<file path="src/hdl/via_pkg.sv">
// package of constants and carriers for the vectored interrupt arbiter
package via_pkg;
  // ****************************************************************
  // register map (wishbone, byte addresses)
  // ****************************************************************
  localparam logic [3:0] VIA_CTRL_OFS = 4'h0;
  localparam logic [3:0] VIA_IRQ_EN_OFS = 4'h4;
  localparam logic [3:0] VIA_IRQ_PND_OFS = 4'h8;
  localparam logic [3:0] VIA_STATUS_OFS = 4'hc;
  localparam int VIA_CTRL_GIE_BIT = 0;
  localparam int VIA_STAT_GIE_BIT = 0;
  localparam int VIA_STAT_ACTIVE_BIT = 1;
  localparam int VIA_STAT_VEC_LSB = 8;
  localparam logic VIA_GIE_RST = 1'b0;
  localparam logic [12:0] VIA_EN_RST = 13'h0000;
  // ****************************************************************
  // vectoring constants
  // ****************************************************************
  localparam int VIA_NSRC = 13;
  localparam logic [7:0] VIA_VEC_TRAP = 8'hfe;
  localparam logic [7:0] VIA_VEC_NMI = 8'hfc;
  localparam logic [7:0] VIA_VEC_EXT = 8'hfa;
  localparam logic [7:0] VIA_VEC_IDLE = 8'hf8;
  localparam logic [7:0] VIA_VEC_T1A = 8'hf6;
  localparam logic [7:0] VIA_VEC_T1B = 8'hf4;
  localparam logic [7:0] VIA_VEC_SERIAL = 8'hf2;
  localparam logic [7:0] VIA_VEC_RSV = 8'hf0;
  localparam logic [7:0] VIA_VEC_RX = 8'hee;
  localparam logic [7:0] VIA_VEC_TX = 8'hec;
  localparam logic [7:0] VIA_VEC_T2A = 8'hea;
  localparam logic [7:0] VIA_VEC_T2B = 8'he8;
  localparam logic [7:0] VIA_VEC_T3 = 8'he6;
  localparam logic [7:0] VIA_VEC_PORT = 8'he2;
  localparam logic [7:0] VIA_VEC_DEFAULT = 8'he0;
  localparam logic [14:0] VIA_ACK_PC = 15'h00ff;
  localparam logic [14:0] VIA_OVERPOP_PC = 15'h7fff;
  localparam logic [7:0] VIA_TRAP_OPCODE = 8'h00;
  localparam logic [7:0] VIA_STACK_LIMIT = 8'h6f;
  localparam int VIA_ACK_CYCLES = 7;
  typedef enum logic [1:0] {
    VIA_PC_HOLD, VIA_PC_LOAD, VIA_PC_LOW
  } via_pc_op_t;
  // pc command to the sequencer
  typedef struct packed {
    via_pc_op_t op;
    logic [14:0] pc;
    logic push;
    logic [14:0] push_addr;
  } via_pc_cmd_t;
  // cpu decode strobes toward the arbiter
  typedef struct packed {
    logic instr_start;
    logic vector_select_instr;
    logic clr_trap;
    logic return_from_irq_instr;
    logic fetch;
    logic [7:0] opcode;
    logic [14:0] fetch_addr;
  } via_cpu_t;
endpackage : via_pkg

</file>
<file path="src/hdl/via_arbiter.sv">
// vectored interrupt arbiter with hidden software-trap pending flag
//
// The implementer's own choices: the register offsets and the Wishbone slave port.
`timescale 1ns/10ps
module via_arbiter
  import via_pkg::*;
#(
  parameter int PROG_SIZE = 32768
) (
  // clock and reset
  input wire logic clk_i,
  input wire logic rst_i,
  // wishbone slave
  input wire logic wb_cyc_i,
  input wire logic wb_stb_i,
  input wire logic wb_we_i,
  input wire logic [3:0] wb_adr_i,
  input wire logic [3:0] wb_sel_i,
  input wire logic [31:0] wb_dat_i,
  output logic [31:0] wb_dat_o,
  output logic wb_ack_o,
  // cpu sequencer
  input wire via_cpu_t cpu_i,
  input wire logic [14:0] pc_i,
  input wire logic [14:0] stack_pc_i,
  input wire logic [7:0] sp_i,
  input wire logic pop_i,
  output via_pc_cmd_t pc_cmd_o,
  output logic busy_o,
  output logic [7:0] ir_o,
  // program memory
  input wire logic [7:0] pmem_dat_i,
  output logic pmem_rd_o,
  output logic [14:0] pmem_adr_o,
  // maskable pending bits, bit 12 = nmi reserved, bit 0 = port edge
  input wire logic [VIA_NSRC-1:0] irq_pnd_i
);
  initial begin
    if (PROG_SIZE < 1 || PROG_SIZE > 32768) begin
      $error("PROG_SIZE out of range");
    end
    // the ranking chain below is written out for exactly 13 sources
    if (VIA_NSRC != 13) begin
      $error("ranking chain needs 13 sources");
    end
    // the acknowledge counter is three bits wide
    if (VIA_ACK_CYCLES < 1 || VIA_ACK_CYCLES > 8) begin
      $error("acknowledge count does not fit its counter");
    end
  end

  // ****************************************************************
  // registers
  // ****************************************************************
  typedef enum {
    S_IDLE, S_ACK, S_VEC_HI, S_VEC_LO, S_VEC_CAP, S_VEC_LD
  } via_state_t;
  via_state_t state;
  logic global_irq_enable;
  logic [VIA_NSRC-1:0] irq_en;
  logic trap_pending_flag; // hidden: not in the map
  logic [2:0] ack_cnt;
  logic [14:0] vec_adr;
  logic [6:0] vec_hi;
  logic [7:0] vec_byte;
  logic in_trap_svc;

  // ****************************************************************
  // arbitration
  // ****************************************************************
  wire [VIA_NSRC-1:0] active = irq_en & irq_pnd_i;
  logic [7:0] arb_byte;
  // trap first, then bit 12 down to bit 0; the chain is the ranking
  always_comb begin
    if (trap_pending_flag) begin
      arb_byte = VIA_VEC_TRAP;
    end else if (active[12]) begin
      arb_byte = VIA_VEC_NMI;
    end else if (active[11]) begin
      arb_byte = VIA_VEC_EXT;
    end else if (active[10]) begin
      arb_byte = VIA_VEC_IDLE;
    end else if (active[9]) begin
      arb_byte = VIA_VEC_T1A;
    end else if (active[8]) begin
      arb_byte = VIA_VEC_T1B;
    end else if (active[7]) begin
      arb_byte = VIA_VEC_SERIAL;
    end else if (active[6]) begin
      arb_byte = VIA_VEC_RSV;
    end else if (active[5]) begin
      arb_byte = VIA_VEC_RX;
    end else if (active[4]) begin
      arb_byte = VIA_VEC_TX;
    end else if (active[3]) begin
      arb_byte = VIA_VEC_T2A;
    end else if (active[2]) begin
      arb_byte = VIA_VEC_T2B;
    end else if (active[1]) begin
      // both third-timer events share one pending bit here
      arb_byte = VIA_VEC_T3;
    end else if (active[0]) begin
      arb_byte = VIA_VEC_PORT;
    end else begin
      arb_byte = VIA_VEC_DEFAULT;
    end
  end

  // ****************************************************************
  // fetch path
  // ****************************************************************
  wire unprog = 32'(cpu_i.fetch_addr) >= PROG_SIZE;
  wire overpop_loc = cpu_i.fetch_addr == VIA_OVERPOP_PC;
  // unprogrammed space and the overpop location read as zero
  wire [7:0] fetched = (unprog || overpop_loc) ? VIA_TRAP_OPCODE
                                               : pmem_dat_i;
  wire trap_fetch = cpu_i.fetch && fetched == VIA_TRAP_OPCODE;
  wire overpop = pop_i && sp_i > VIA_STACK_LIMIT;
  // pending trap inhibits maskable irqs; a trap routine ignores them
  wire mask_take = cpu_i.instr_start && global_irq_enable && |active[11:0]
                   && !trap_pending_flag && !in_trap_svc
                   && state == S_IDLE;
  wire vis_go = cpu_i.vector_select_instr && cpu_i.instr_start && state == S_IDLE;
  // table block: next block if vis sits at last byte of its block
  wire [6:0] blk = (pc_i[7:0] == 8'hff) ? 7'(pc_i[14:8] + 7'h01)
                                        : pc_i[14:8];
  wire ack_last = state == S_ACK && ack_cnt == 3'(VIA_ACK_CYCLES - 1);
  wire ret_go = cpu_i.return_from_irq_instr && state == S_IDLE;
  wire next_busy = state != S_IDLE || mask_take || vis_go;
  wire next_pmem_rd = state == S_VEC_HI || state == S_VEC_LO;

  // ****************************************************************
  // control
  // ****************************************************************
  via_pc_cmd_t next_cmd;
  always_comb begin
    next_cmd.op = VIA_PC_HOLD;
    next_cmd.pc = pc_i;
    next_cmd.push = 1'b0;
    next_cmd.push_addr = pc_i;
    if (trap_fetch && state == S_IDLE) begin
      // push the trap opcode's own address: a plain return re-traps
      next_cmd.op = VIA_PC_LOAD;
      next_cmd.pc = VIA_ACK_PC;
      next_cmd.push = 1'b1;
      next_cmd.push_addr = cpu_i.fetch_addr;
    end else if (overpop) begin
      next_cmd.op = VIA_PC_LOAD;
      next_cmd.pc = VIA_OVERPOP_PC;
    end else if (ack_last) begin
      next_cmd.op = VIA_PC_LOAD;
      next_cmd.pc = VIA_ACK_PC;
      next_cmd.push = 1'b1;
      next_cmd.push_addr = pc_i;
    end else if (vis_go) begin
      // only the low byte moves; the block follows the vis address
      next_cmd.op = VIA_PC_LOW;
      next_cmd.pc = {blk, arb_byte};
    end else if (state == S_VEC_LD) begin
      next_cmd.op = VIA_PC_LOAD;
      next_cmd.pc = {vec_hi, vec_byte};
    end else if (ret_go) begin
      next_cmd.op = VIA_PC_LOAD;
      next_cmd.pc = stack_pc_i;
    end
  end

  always_ff @(posedge clk_i) begin
    if (rst_i) begin
      state <= S_IDLE;
      ack_cnt <= 3'h0;
      vec_adr <= 15'h0000;
      vec_hi <= 7'h00;
      vec_byte <= 8'h00;
      in_trap_svc <= 1'b0;
    end else begin
      vec_byte <= pmem_dat_i;
      case (state)
        S_IDLE: begin
          ack_cnt <= 3'h0;
          if (mask_take) begin
            state <= S_ACK;
          end else if (vis_go) begin
            vec_adr <= {blk, arb_byte};
            state <= S_VEC_HI;
          end
        end
        S_ACK: begin
          ack_cnt <= ack_cnt + 3'h1;
          if (ack_cnt == 3'(VIA_ACK_CYCLES - 1)) begin
            state <= S_IDLE;
          end
        end
        S_VEC_HI: begin
          vec_adr <= vec_adr + 15'h0001;
          state <= S_VEC_LO;
        end
        S_VEC_LO: begin
          state <= S_VEC_CAP;
        end
        S_VEC_CAP: begin
          // memory answers a cycle after the address: high byte is here
          vec_hi <= vec_byte[6:0];
          state <= S_VEC_LD;
        end
        S_VEC_LD: begin
          state <= S_IDLE;
        end
        default: state <= S_IDLE;
      endcase
      if (trap_fetch) begin
        in_trap_svc <= 1'b1;
      end else if (cpu_i.clr_trap) begin
        in_trap_svc <= 1'b0;
      end
    end
  end

  // set wins over the clear in the same cycle
  always_ff @(posedge clk_i) begin
    if (rst_i) begin
      trap_pending_flag <= 1'b0;
    end else if (trap_fetch) begin
      trap_pending_flag <= 1'b1;
    end else if (cpu_i.clr_trap) begin
      trap_pending_flag <= 1'b0;
    end
  end

  // ****************************************************************
  // outputs, one short register block each
  // ****************************************************************
  always_ff @(posedge clk_i) begin
    if (rst_i) begin
      pc_cmd_o <= '{op: VIA_PC_HOLD, pc: 15'h0000, push: 1'b0,
                    push_addr: 15'h0000};
    end else begin
      pc_cmd_o <= next_cmd;
    end
  end

  always_ff @(posedge clk_i) begin
    if (rst_i) begin
      busy_o <= 1'b0;
    end else begin
      busy_o <= next_busy;
    end
  end

  always_ff @(posedge clk_i) begin
    if (rst_i) begin
      ir_o <= 8'h00;
    end else if (cpu_i.fetch) begin
      ir_o <= fetched;
    end
  end

  always_ff @(posedge clk_i) begin
    if (rst_i) begin
      pmem_rd_o <= 1'b0;
    end else begin
      pmem_rd_o <= next_pmem_rd;
    end
  end

  always_ff @(posedge clk_i) begin
    if (rst_i) begin
      pmem_adr_o <= 15'h0000;
    end else begin
      pmem_adr_o <= vec_adr;
    end
  end

  // ****************************************************************
  // wishbone slave; trap flag deliberately absent from the map
  // ****************************************************************
  wire wb_req = wb_cyc_i && wb_stb_i && !wb_ack_o;
  wire wr = wb_req && wb_we_i;
  wire hit_ctrl = wb_adr_i == VIA_CTRL_OFS;
  wire hit_en = wb_adr_i == VIA_IRQ_EN_OFS;
  wire hit_pnd = wb_adr_i == VIA_IRQ_PND_OFS;
  wire hit_stat = wb_adr_i == VIA_STATUS_OFS;
  wire [31:0] rd_mux = hit_ctrl ? {31'h0, global_irq_enable}
    : hit_en ? {19'h0, irq_en}
    : hit_pnd ? {19'h0, irq_pnd_i}
    : hit_stat ? {16'h0, arb_byte, 6'h00, |active, global_irq_enable}
    : 32'h0;

  wire wr_ctrl = wr && hit_ctrl && wb_sel_i[0];
  wire wr_en_lo = wr && hit_en && wb_sel_i[0];
  wire wr_en_hi = wr && hit_en && wb_sel_i[1];

  // ack is a single-cycle pulse: a held strobe is answered again every other cycle
  always_ff @(posedge clk_i) begin
    if (rst_i) begin
      wb_ack_o <= 1'b0;
    end else begin
      wb_ack_o <= wb_req;
    end
  end

  always_ff @(posedge clk_i) begin
    if (rst_i) begin
      wb_dat_o <= 32'h0;
    end else begin
      wb_dat_o <= rd_mux;
    end
  end

  // hardware take and return outrank a software write in the same cycle
  always_ff @(posedge clk_i) begin
    if (rst_i) begin
      global_irq_enable <= VIA_GIE_RST;
    end else if (mask_take) begin
      global_irq_enable <= 1'b0;
    end else if (ret_go) begin
      global_irq_enable <= 1'b1;
    end else if (wr_ctrl) begin
      global_irq_enable <= wb_dat_i[VIA_CTRL_GIE_BIT];
    end
  end

  always_ff @(posedge clk_i) begin
    if (rst_i) begin
      irq_en[7:0] <= VIA_EN_RST[7:0];
    end else if (wr_en_lo) begin
      irq_en[7:0] <= wb_dat_i[7:0];
    end
  end

  always_ff @(posedge clk_i) begin
    if (rst_i) begin
      irq_en[12:8] <= VIA_EN_RST[12:8];
    end else if (wr_en_hi) begin
      irq_en[12:8] <= wb_dat_i[12:8];
    end
  end
endmodule : via_arbiter

</file>
<file path="config.mk">
export PLATFORM = sky130hd
export DESIGN_NAME = via_arbiter
export DESIGN_NICKNAME = d
export VERILOG_FILES = /design/src/hdl/via_pkg.sv /design/src/hdl/via_arbiter.sv
export SDC_FILE = /design/constraint.sdc
export NUM_CORES = 1
export LEC_CHECK = 0
export BUFFER_PORTS_ARGS = -buffer_cell sky130_fd_sc_hd__buf_2
export CORE_UTILIZATION = 44
export DETAILED_ROUTE_END_ITERATION = 12
export GPL_ROUTABILITY_DRIVEN = 0
export PLACE_DENSITY_LB_ADDON = 0.2
export SLEW_MARGIN = 25
export SYNTH_ARGS = -nofsm -noshare
export SYNTH_HDL_FRONTEND = slang
export SYNTH_SLANG_ARGS = --single-unit
</file>
<file path="constraint.sdc">
create_clock -name clk_i -period 1.8 [get_ports clk_i]
set_input_delay 0 -clock clk_i [delete_from_list [all_inputs] [get_ports clk_i]]
set_output_delay 0 -clock clk_i [all_outputs]
set_load 0.005 [all_outputs]
</file>
==> results of run 1 <==
-- cell type report --
| class | count | area [sq um] |
|---|---|---|
| timing repair buffer | 315 | 2250 |
| inverter | 9 | 33.8 |
| sequential | 124 | 2490 |
| fill | 935 | 3880 |
| tap | 172 | 215 |
| multi-input combinational | 456 | 3100 |
| clock buffer | 20 | 457 |
| clock inverter | 11 | 144 |
-- cells by family after synthesis --
group	Yosys count	synth area share, %
simple gates	239	21.9
flops	124	43.8
buf+inv	66	6.34
mux	54	9.56
compound gates	137	16.6
fa+ha+maj	4	0.883
xor+xnor	6	0.927
other cells	1	0.0662
-- registers in the layout (all words and copies together), names as in the netlist, 7 cells and up --
| signal | count |
|---|---|
| irq_en | 13 |
| ir_o | 8 |
| vec_adr | 15 |
| vec_hi | 7 |
| vec_byte | 8 |
| pmem_adr_o | 15 |
| wb_dat_o | 14 |
| pc_cmd_o | 33 |
-- per-stage QoR --
step,hold WS (ps),setup slack [ps],std cells,util (%),power [W]
global placement,236,28.2,991,55.4,0.00393
CTS,18.0,-2.16,1097,66.2,0.00752
detailed placement,244,22.9,991,55.4,0.00394
global route,53.4,-67.3,1107,69.1,0.00792
floorplan,82.5,80.9,646,-,0.00352
finish,13.5,-0.0351,1107,69.1,0.00765
-- path summary, 6_finish.rpt --
kind	start	end	slack [ps]	cells after the start
max	irq_en[3]$_SDFFE_PP0P_	vec_adr[14]$_SDFFE_PP0P_	-0.04	6
min	irq_pnd_i[9]	wb_dat_o[9]$_SDFF_PP0_	10	5
min reg2reg	wb_ack_o$_SDFF_PP0_	wb_ack_o$_SDFF_PP0_	450	1
max reg2reg	irq_en[3]$_SDFFE_PP0P_	vec_adr[14]$_SDFFE_PP0P_	-0.04	6
-- worst max-delay path, stage by stage (launching register included) --
cell and delay [ps]:
dfxtp_4 360, a22o_4 260, nor4_4 370, buf_4 190, a21bo_4 140, o21ai_4 110, o32ai_1 280
-- Yosys cell counts, types with 8 or more instances --
| cell | count | area, sq um |
|---|---|---|
| a21oi_1 | 37 | 185 |
| a22oi_1 | 11 | 82.6 |
| a31oi_1 | 15 | 93.8 |
| buf_2 | 8 | 40.0 |
| buf_4 | 21 | 158 |
| clkbuf_1 | 23 | 86.3 |
| dfxtp_1 | 124 | 2480 |
| inv_1 | 9 | 33.8 |
| mux2i_1 | 53 | 531 |
| nand2_1 | 44 | 165 |
| nand2b_1 | 12 | 75.1 |
| nand3_1 | 25 | 125 |
| nand4_1 | 12 | 75.1 |
| nor2_1 | 68 | 255 |
| nor2b_1 | 23 | 144 |
| nor3_1 | 11 | 55.1 |
| nor4_1 | 10 | 62.6 |
| o211ai_1 | 11 | 82.6 |
| o21ai_0 | 16 | 80.1 |
| o31ai_1 | 8 | 60.1 |
-- repair_timing --
item                                   4_1_cts  5_1_grt
hold buffers                                75        0
pin swaps                                    0       23
gates resized for setup                      0       58
setup buffers                                0       17
endpoints found under the hold margin       61        0
cloned                                       0        2
setup endpoints to repair                    1       39
-- per-layer routing --
metal	vias to the layer above	track usage (%)
li1	2842	-
met1	2858	33.9
met2	314	46.3
met3	65	6.64
met4	0	13.0
met5	-	0
-- power by group --
part           internal [W]  switching (W)
logic              0.000611       0.000597
registers           0.00288      0.0000738
clock network       0.00223        0.00125
total               0.00573        0.00192
==> flow_summary.ini, run 1 <==
[die]
die_h_microns = 115
die_width_microns = 115
coreArea_sq_mm = 0.0126
die-area_sq_mm = 0.0133
rows = 41
io_pins = 224
start_util_pct = 45.1

[job]
maxCapViolations = 0

[sta]
rsz0062_at_grt = true
worst_slew_pin_slew_ps = 562
relSlewSlack_pct = 62.3
hold_viol_final = 0
finalSetupViolations = 1
worst_slack_ps = -0.0351
min_period_ps = 1800
fin_setup_tns_ps = -0.0351
slew_violations = 0
fmax_mhz = 556
period_share_pct = 100
clock-skew-final_ps = 7.93

[setup_path]
critPathMaxFanout = 8
required_ps = 2130
critical_path_arrival_ps = 2130
critical_path_class = flop to flop
startpoint_type = flop
endpoint_kind = flop

[finish]
drive_above_1_share_pct = 34.1
design_area_sq_mm = 0.00869
diodes = 0
layout_common_cells = 165 x buf_2, 119 x dfxtp_1, 73 x dlygate4sd3_1
final_nets = 1060
mostFrequentLayoutCell = buf_2
area.growth.synth_to_final_pct = 53.3

[grt]
grt_max_degree = 71
track_usage_pct = 27.8
grt_pass1_wl_microns = 28200
antenna_found_initial = 0
grt_pass1_vias = 5698
grt_overflow = 0

[yosys]
syn-instance-count = 631
yosysWarnings = 0
async_reset_ff_share_pct = 0
ys.flop_type = dfxtp_1
syn-cell-area_sq_mm = 0.00567
seq_area_frac_synth_pct = 43.8
yosys.cell_types.count = 66
syn-mean-instance-area_sq_um = 8.98
synth-edff-count = 0
ys_seq_elements = 124

[clock_network]
numCtsBuffers = 17
insertion_delay_ps = 420
cts.path.max_buffers = 2
clkTransAtPathRegs_ps = 60
cts_tree = done
htree_levels = 4
clkSinkCount = 124
ctsRootBufferMaster = clkbuf_16

[routing]
antenna_left = 0
wl_met2_microns = 9150
routed_via_density = 5.49
wl_met3_microns = 1330
num_vias = 6079
firstDrtPassIters = 7
met1_length_microns = 8250
avgRoutedWirePerCell_microns = 17.5
highest_layer = met4
drt-initial-drc-count = 560
drc = 0
wirelength_microns = 19400

[hold_path]
min_path_type = input port to flop

[power_and_ir_drop]
p_leak_nw = 4.05
irDropWorstVdd_mv = 0.644
powerDensity_mw_per_mm2 = 881

[status]
status = complete, but fails checks
failed_checks = negative setup slack

[place]
hpwl_microns = 12300
port_buffers = 174
dpl_cell_area_sq_mm = 0.00696
Note: power is estimated with default switching activity, not from simulation.
==> run 2, diff against run 1 <==
CAP_MARGIN = 20   (was unset)
CORE_UTILIZATION = 48   (was 44)
clock period = 1.99 ns   (was 1.8 ns; I/O delays follow)
==> run 2 against run 1 <==
Against the previous run:
- sequential share of layout area rose by 1.5 points
- combinational power fell by 22%
- critical path depth rose by 1
- wire length fell by 5.8%
- largest power group unchanged
- the flow now finishes without violations
==> flow_summary.ini, run 2 (synthesized netlist as in run 1, its figures left out) <==
[finish]
layout_common_cells = 174 x buf_2, 120 x dfxtp_1, 77 x dlygate4sd3_1
drive_above_1_share_pct = 29.3
largest_register_ffs = 33
final_util_pct = 71.9
regMostFlops = pc_cmd_o
design_area_sq_mm = 0.00824
area.growth.synth_to_final_pct = 45.4
final_nets = 1032
top_regs = pc_cmd_o (33), pmem_adr_o (15), vec_adr (15)
mostFrequentLayoutCell = buf_2
diodes = 0
nFillCells = 819
instances_no_fill = 1051

[power_and_ir_drop]
p_leak_nw = 3.89
powerDensity_mw_per_mm2 = 873
irDropWorstVdd_mv = 0.643

[setup_path]
r2r_start = irq_en[5]$_SDFFE_PP0P_
critPathMaxFanout = 11
cp-startpoint = irq_en[5]$_SDFFE_PP0P_
startpoint_type = flop
critical_path_arrival_ps = 2290
critical_path_class = flop to flop
reg2reg_slack_ps = 2
required_ps = 2300
endpoint_kind = flop

[die]
die_width_microns = 111
io_pins = 224
die_h_microns = 111
die-area_sq_mm = 0.0122
start_util_pct = 49.4
coreArea_sq_mm = 0.0115
rows = 39

[grt]
grt_pass1_vias = 5707
grt_pass1_wl_microns = 28900
track_usage_pct = 29.4
grt_overflow = 0
grt_max_degree = 41
antenna_found_initial = 0

[routing]
antenna_left = 0
wirelength_microns = 18200
drt-initial-drc-count = 640
avgRoutedWirePerCell_microns = 17.3
num_vias = 5902
routed_via_density = 5.62
drc = 0
firstDrtPassIters = 5

[sta]
hold_viol_final = 0
min_period_ps = 1990
relSlewSlack_pct = 63.8
finalSetupViolations = 0
worst_slew_pin_slew_ps = 543
whs_ps = 29.4
fmax_mhz = 503
period_share_pct = 99.9
slew_violations = 0
fin_setup_tns_ps = 0
clock-skew-final_ps = 7.86

[hold_path]
hold_path.startpoint = stack_pc_i[6]
min_path_type = input port to flop

[place]
dp_cells = 939
port_buffers = 174
dpl_cell_area_sq_mm = 0.00673
hpwl_microns = 11900

[clock_network]
numCtsBuffers = 17
clkSinkCount = 124
cts.path.max_buffers = 2
htree_levels = 4
insertion_delay_ps = 410
clkTransAtPathRegs_ps = 60
cts_tree = done
ctsRootBufferMaster = clkbuf_16

[status]
status = completed

[job]
maxCapViolations = 0
-- run 2: cell types whose count changed in the layout (fill, tap and decap cells not counted), moves of 4 or more --
cell           change
o31ai_2            -4
dlygate4sd3_1      +4
buf_4             -29
nor4_1             +4
buf_6              -6
buf_2              +9
nor4_2             -4
o31ai_1            +5
-- run 2: layout make-up --
class / instances / area (sq um) / area share, %
clock buffer: 18 / 439 / 5.33
clock inverter: 14 / 243 / 2.94
inverter: 9 / 33.8 / 0.410
multi-input combinational: 456 / 2920 / 35.5
sequential: 124 / 2490 / 30.2
tap: 143 / 179 / 2.17
timing repair buffer: 287 / 1940 / 23.5
-- run 2: power breakdown --
| group | leakage, nW | total [W] | switching (W) | internal (W) |
|---|---|---|---|---|
| clock | 0.322 | 0.00357 | 0.00118 | 0.00239 |
| sequential | 1.02 | 0.00269 | 0.0000798 | 0.00261 |
| combinational | 2.55 | 0.000944 | 0.000475 | 0.000469 |
-- run 2: stage by stage --
stage	setup slack, ps	power, W
6_report	1.63	0.00720
5_1_grt	-30.8	0.00741
4_1_cts	24.3	0.00719
3_5_place_dp	18.0	0.00354
3_3_place_gp	74.8	0.00352
2_1_floorplan	271	0.00318
-- run 2: critical path, stage by stage (launching register included) --
cell and delay [ps]:
dfxtp_1 340, a22o_1 260, buf_4 150, nor4_4 210
buf_4 190, a21boi_4 110, or3_1 410, a32o_1 210
-- run 2: final timing paths --
kind	cells after the start	to
worst max-delay path	7	vec_adr[9]$_SDFFE_PP0P_
worst min-delay path	5	pc_cmd_o[22]$_SDFF_PP0_
worst min register to register	2	ir_o[0]$_SDFFE_PP0P_
worst max register to register	7	vec_adr[9]$_SDFFE_PP0P_
-- run 2: repair_timing --
item,4_1_cts,5_1_grt
hold buffers,77,0
hold endpoints to repair,60,0
resized for setup,0,11
setup buffers,0,3
pin swaps,1,4
endpoints found under the setup margin,1,13
-- run 2: routing by layer --
metal	up-vias	part of all wire (%)	GRT usage, %
met5	-	0	0
met4	0	2.5	11.4
met3	44	7.5	6.72
met2	332	47	47.1
met1	2752	43	38.5
li1	2774	-	-
==> run 3, diff against run 2 <==
--- a/config.mk
+++ b/config.mk
@@ -9,3 +9,3 @@
 export CAP_MARGIN = 20
-export CORE_UTILIZATION = 48
+export CORE_UTILIZATION = 45
 export DETAILED_ROUTE_END_ITERATION = 12
--- a/constraint.sdc
+++ b/constraint.sdc
@@ -3,2 +3,2 @@
 set_output_delay 0 -clock clk_i [all_outputs]
-set_load 0.005 [all_outputs]
+set_load 0.05 [all_outputs]
==> run 3 against run 2 <==
Against the previous run:
- clock-buffer cell count up 6
- cell area down 1.7%
- critical path type is now input port to flop
- wire length down 0.72%
- clock skew up 2.4 ps
- non-clock buffer count down 4
- hold slack better by 16 ps
- sequential power about the same
- fmax up 4.7%
- die area up 6.5%
- first-iteration DRC count down 13%
- largest cell class unchanged
- critical path depth unchanged
==> flow_summary.ini, run 3 (synthesized netlist as in run 1, its figures left out) <==
[status]
status = completed

[sta]
clock-skew-final_ps = 10.2
finalSetupViolations = 0
fmax_mhz = 526
min_period_ps = 1900
hold_viol_final = 0
slew_violations = 0
worst_slew_pin_slew_ps = 538
period_share_pct = 95.5
fin_setup_tns_ps = 0
whs_ps = 45.5
rsz0062_at_grt = false
worst_slack_ps = 90.5
relSlewSlack_pct = 63.8

[routing]
num_vias = 5814
firstDrtPassIters = 5
wl_met2_microns = 8670
met1_length_microns = 7680
drc = 0
antenna_left = 0
highest_layer = met4
wirelength_microns = 18100
drt-initial-drc-count = 555
wl_met3_microns = 1280
avgRoutedWirePerCell_microns = 16.9
routed_via_density = 5.43

[power_and_ir_drop]
powerDensity_mw_per_mm2 = 863
irDropWorstVdd_mv = 0.499
p_total_w = 0.00699
p_leak_nw = 3.80

[clock_network]
htree_levels = 4
clkSinkCount = 124
clkTransAtPathRegs_ps = 50
insertion_delay_ps = 410
cts_setup_buffers = 0
cts.path.max_buffers = 2
ctsRootBufferMaster = clkbuf_16
numCtsBuffers = 17
cts_tree = done

[die]
start_util_pct = 46.6
rows = 40
die-area_sq_mm = 0.0130
die_width_microns = 114
coreArea_sq_mm = 0.0122
die_h_microns = 114
io_pins = 224

[finish]
nFillCells = 965
area.growth.synth_to_final_pct = 42.9
regMostFlops = pc_cmd_o
largest_register_ffs = 33
design_area_sq_mm = 0.00810
top_regs = pc_cmd_o (33), pmem_adr_o (15), vec_adr (15)
final_nets = 1028
mostFrequentLayoutCell = buf_2
layout_common_cells = 174 x buf_2, 124 x dfxtp_1, 73 x dlygate4sd3_1
diodes = 0
drive_above_1_share_pct = 28.4

[setup_path]
critical_path_class = input port to flop
reg2reg_depth = 5
critPathMaxFanout = 7
startpoint_type = input port
critical_path_arrival_ps = 2220
required_ps = 2310
endpoint_kind = flop
reg2reg_slack_ps = 120

[place]
hpwl_microns = 12300
post-place-ws_ps = 102
port_buffers = 174
dpl_cell_area_sq_mm = 0.00677

[grt]
grt_overflow = 0
track_usage_pct = 27.8
grt_pass1_vias = 5478
grt_max_degree = 40
grt_pass1_wl_microns = 27800
antenna_found_initial = 0

[job]
maxCapViolations = 0

[hold_path]
hold_depth = 4
min_path_type = input port to flop
==> run 3: changes by cell type in the layout (fill, tap and decap cells not counted), sizes merged <==
cell         delta
dlygate4sd3     -4
bufinv          -4
clkinvlp        -1
clkinv          -3
clkbuf          +6
==> run 3: repair_timing <==
item | CTS | global route
resized for setup | 0 | 4
endpoints found under the hold margin | 60 | 0
endpoints found under the setup margin | 0 | 5
hold buffers | 73 | 0
==> run 3: through the flow <==
step	util (%)	cells
final	66.6	1070
after global routing	66.6	1070
after CTS	66.5	1070
after detailed placement	55.7	967
after global placement	55.7	967
after floorplan	-	646
==> run 3: power by group <==
group | total [W] | leakage (nW) | internal (W) | switching, W
combinational | 0.00128 | 2.50 | 0.000466 | 0.000812
sequential | 0.00269 | 1.02 | 0.00261 | 0.0000746
clock | 0.00303 | 0.284 | 0.00199 | 0.00104
==> run 3: worst paths after layout <==
kind / start / endpoint
worst max-delay path: pc_i[7] / vec_adr[14]$_SDFFE_PP0P_
worst min-delay path: irq_pnd_i[10] / wb_dat_o[10]$_SDFF_PP0_
worst max register to register: irq_en[11]$_SDFFE_PP0P_ / vec_adr[4]$_SDFFE_PP0P_
worst min register to register: vec_adr[14]$_SDFFE_PP0P_ / pmem_adr_o[14]$_SDFF_PP0_
==> run 3: layout make-up <==
type                            count  area (sq um)  area share, %
Timing Repair Buffer              283          1880           23.3
Clock buffer                       24           502           6.19
Sequential cell                   124          2480           30.6
Inverter                            9          33.8          0.417
Tap cell                          168           210           2.59
Multi-Input combinational cell    456          2900           35.8
Clock inverter                      6          85.1           1.05
==> run 3: metal layers <==
metal | GRT usage (%) | vias to the layer above
met4 | 11.3 | 0
met1 | 34.8 | 2705
li1 | - | 2769
met3 | 7.04 | 42
met2 | 45.5 | 298
met5 | 0 | -
==> run 3: worst max-delay path, stage by stage <==
cell	delay, ps
dlygate4sd3_1	550
buf_2	150
nand4_1	280
nor4_1	410
xor2_1	460
a21oi_1	130
o32ai_1	230
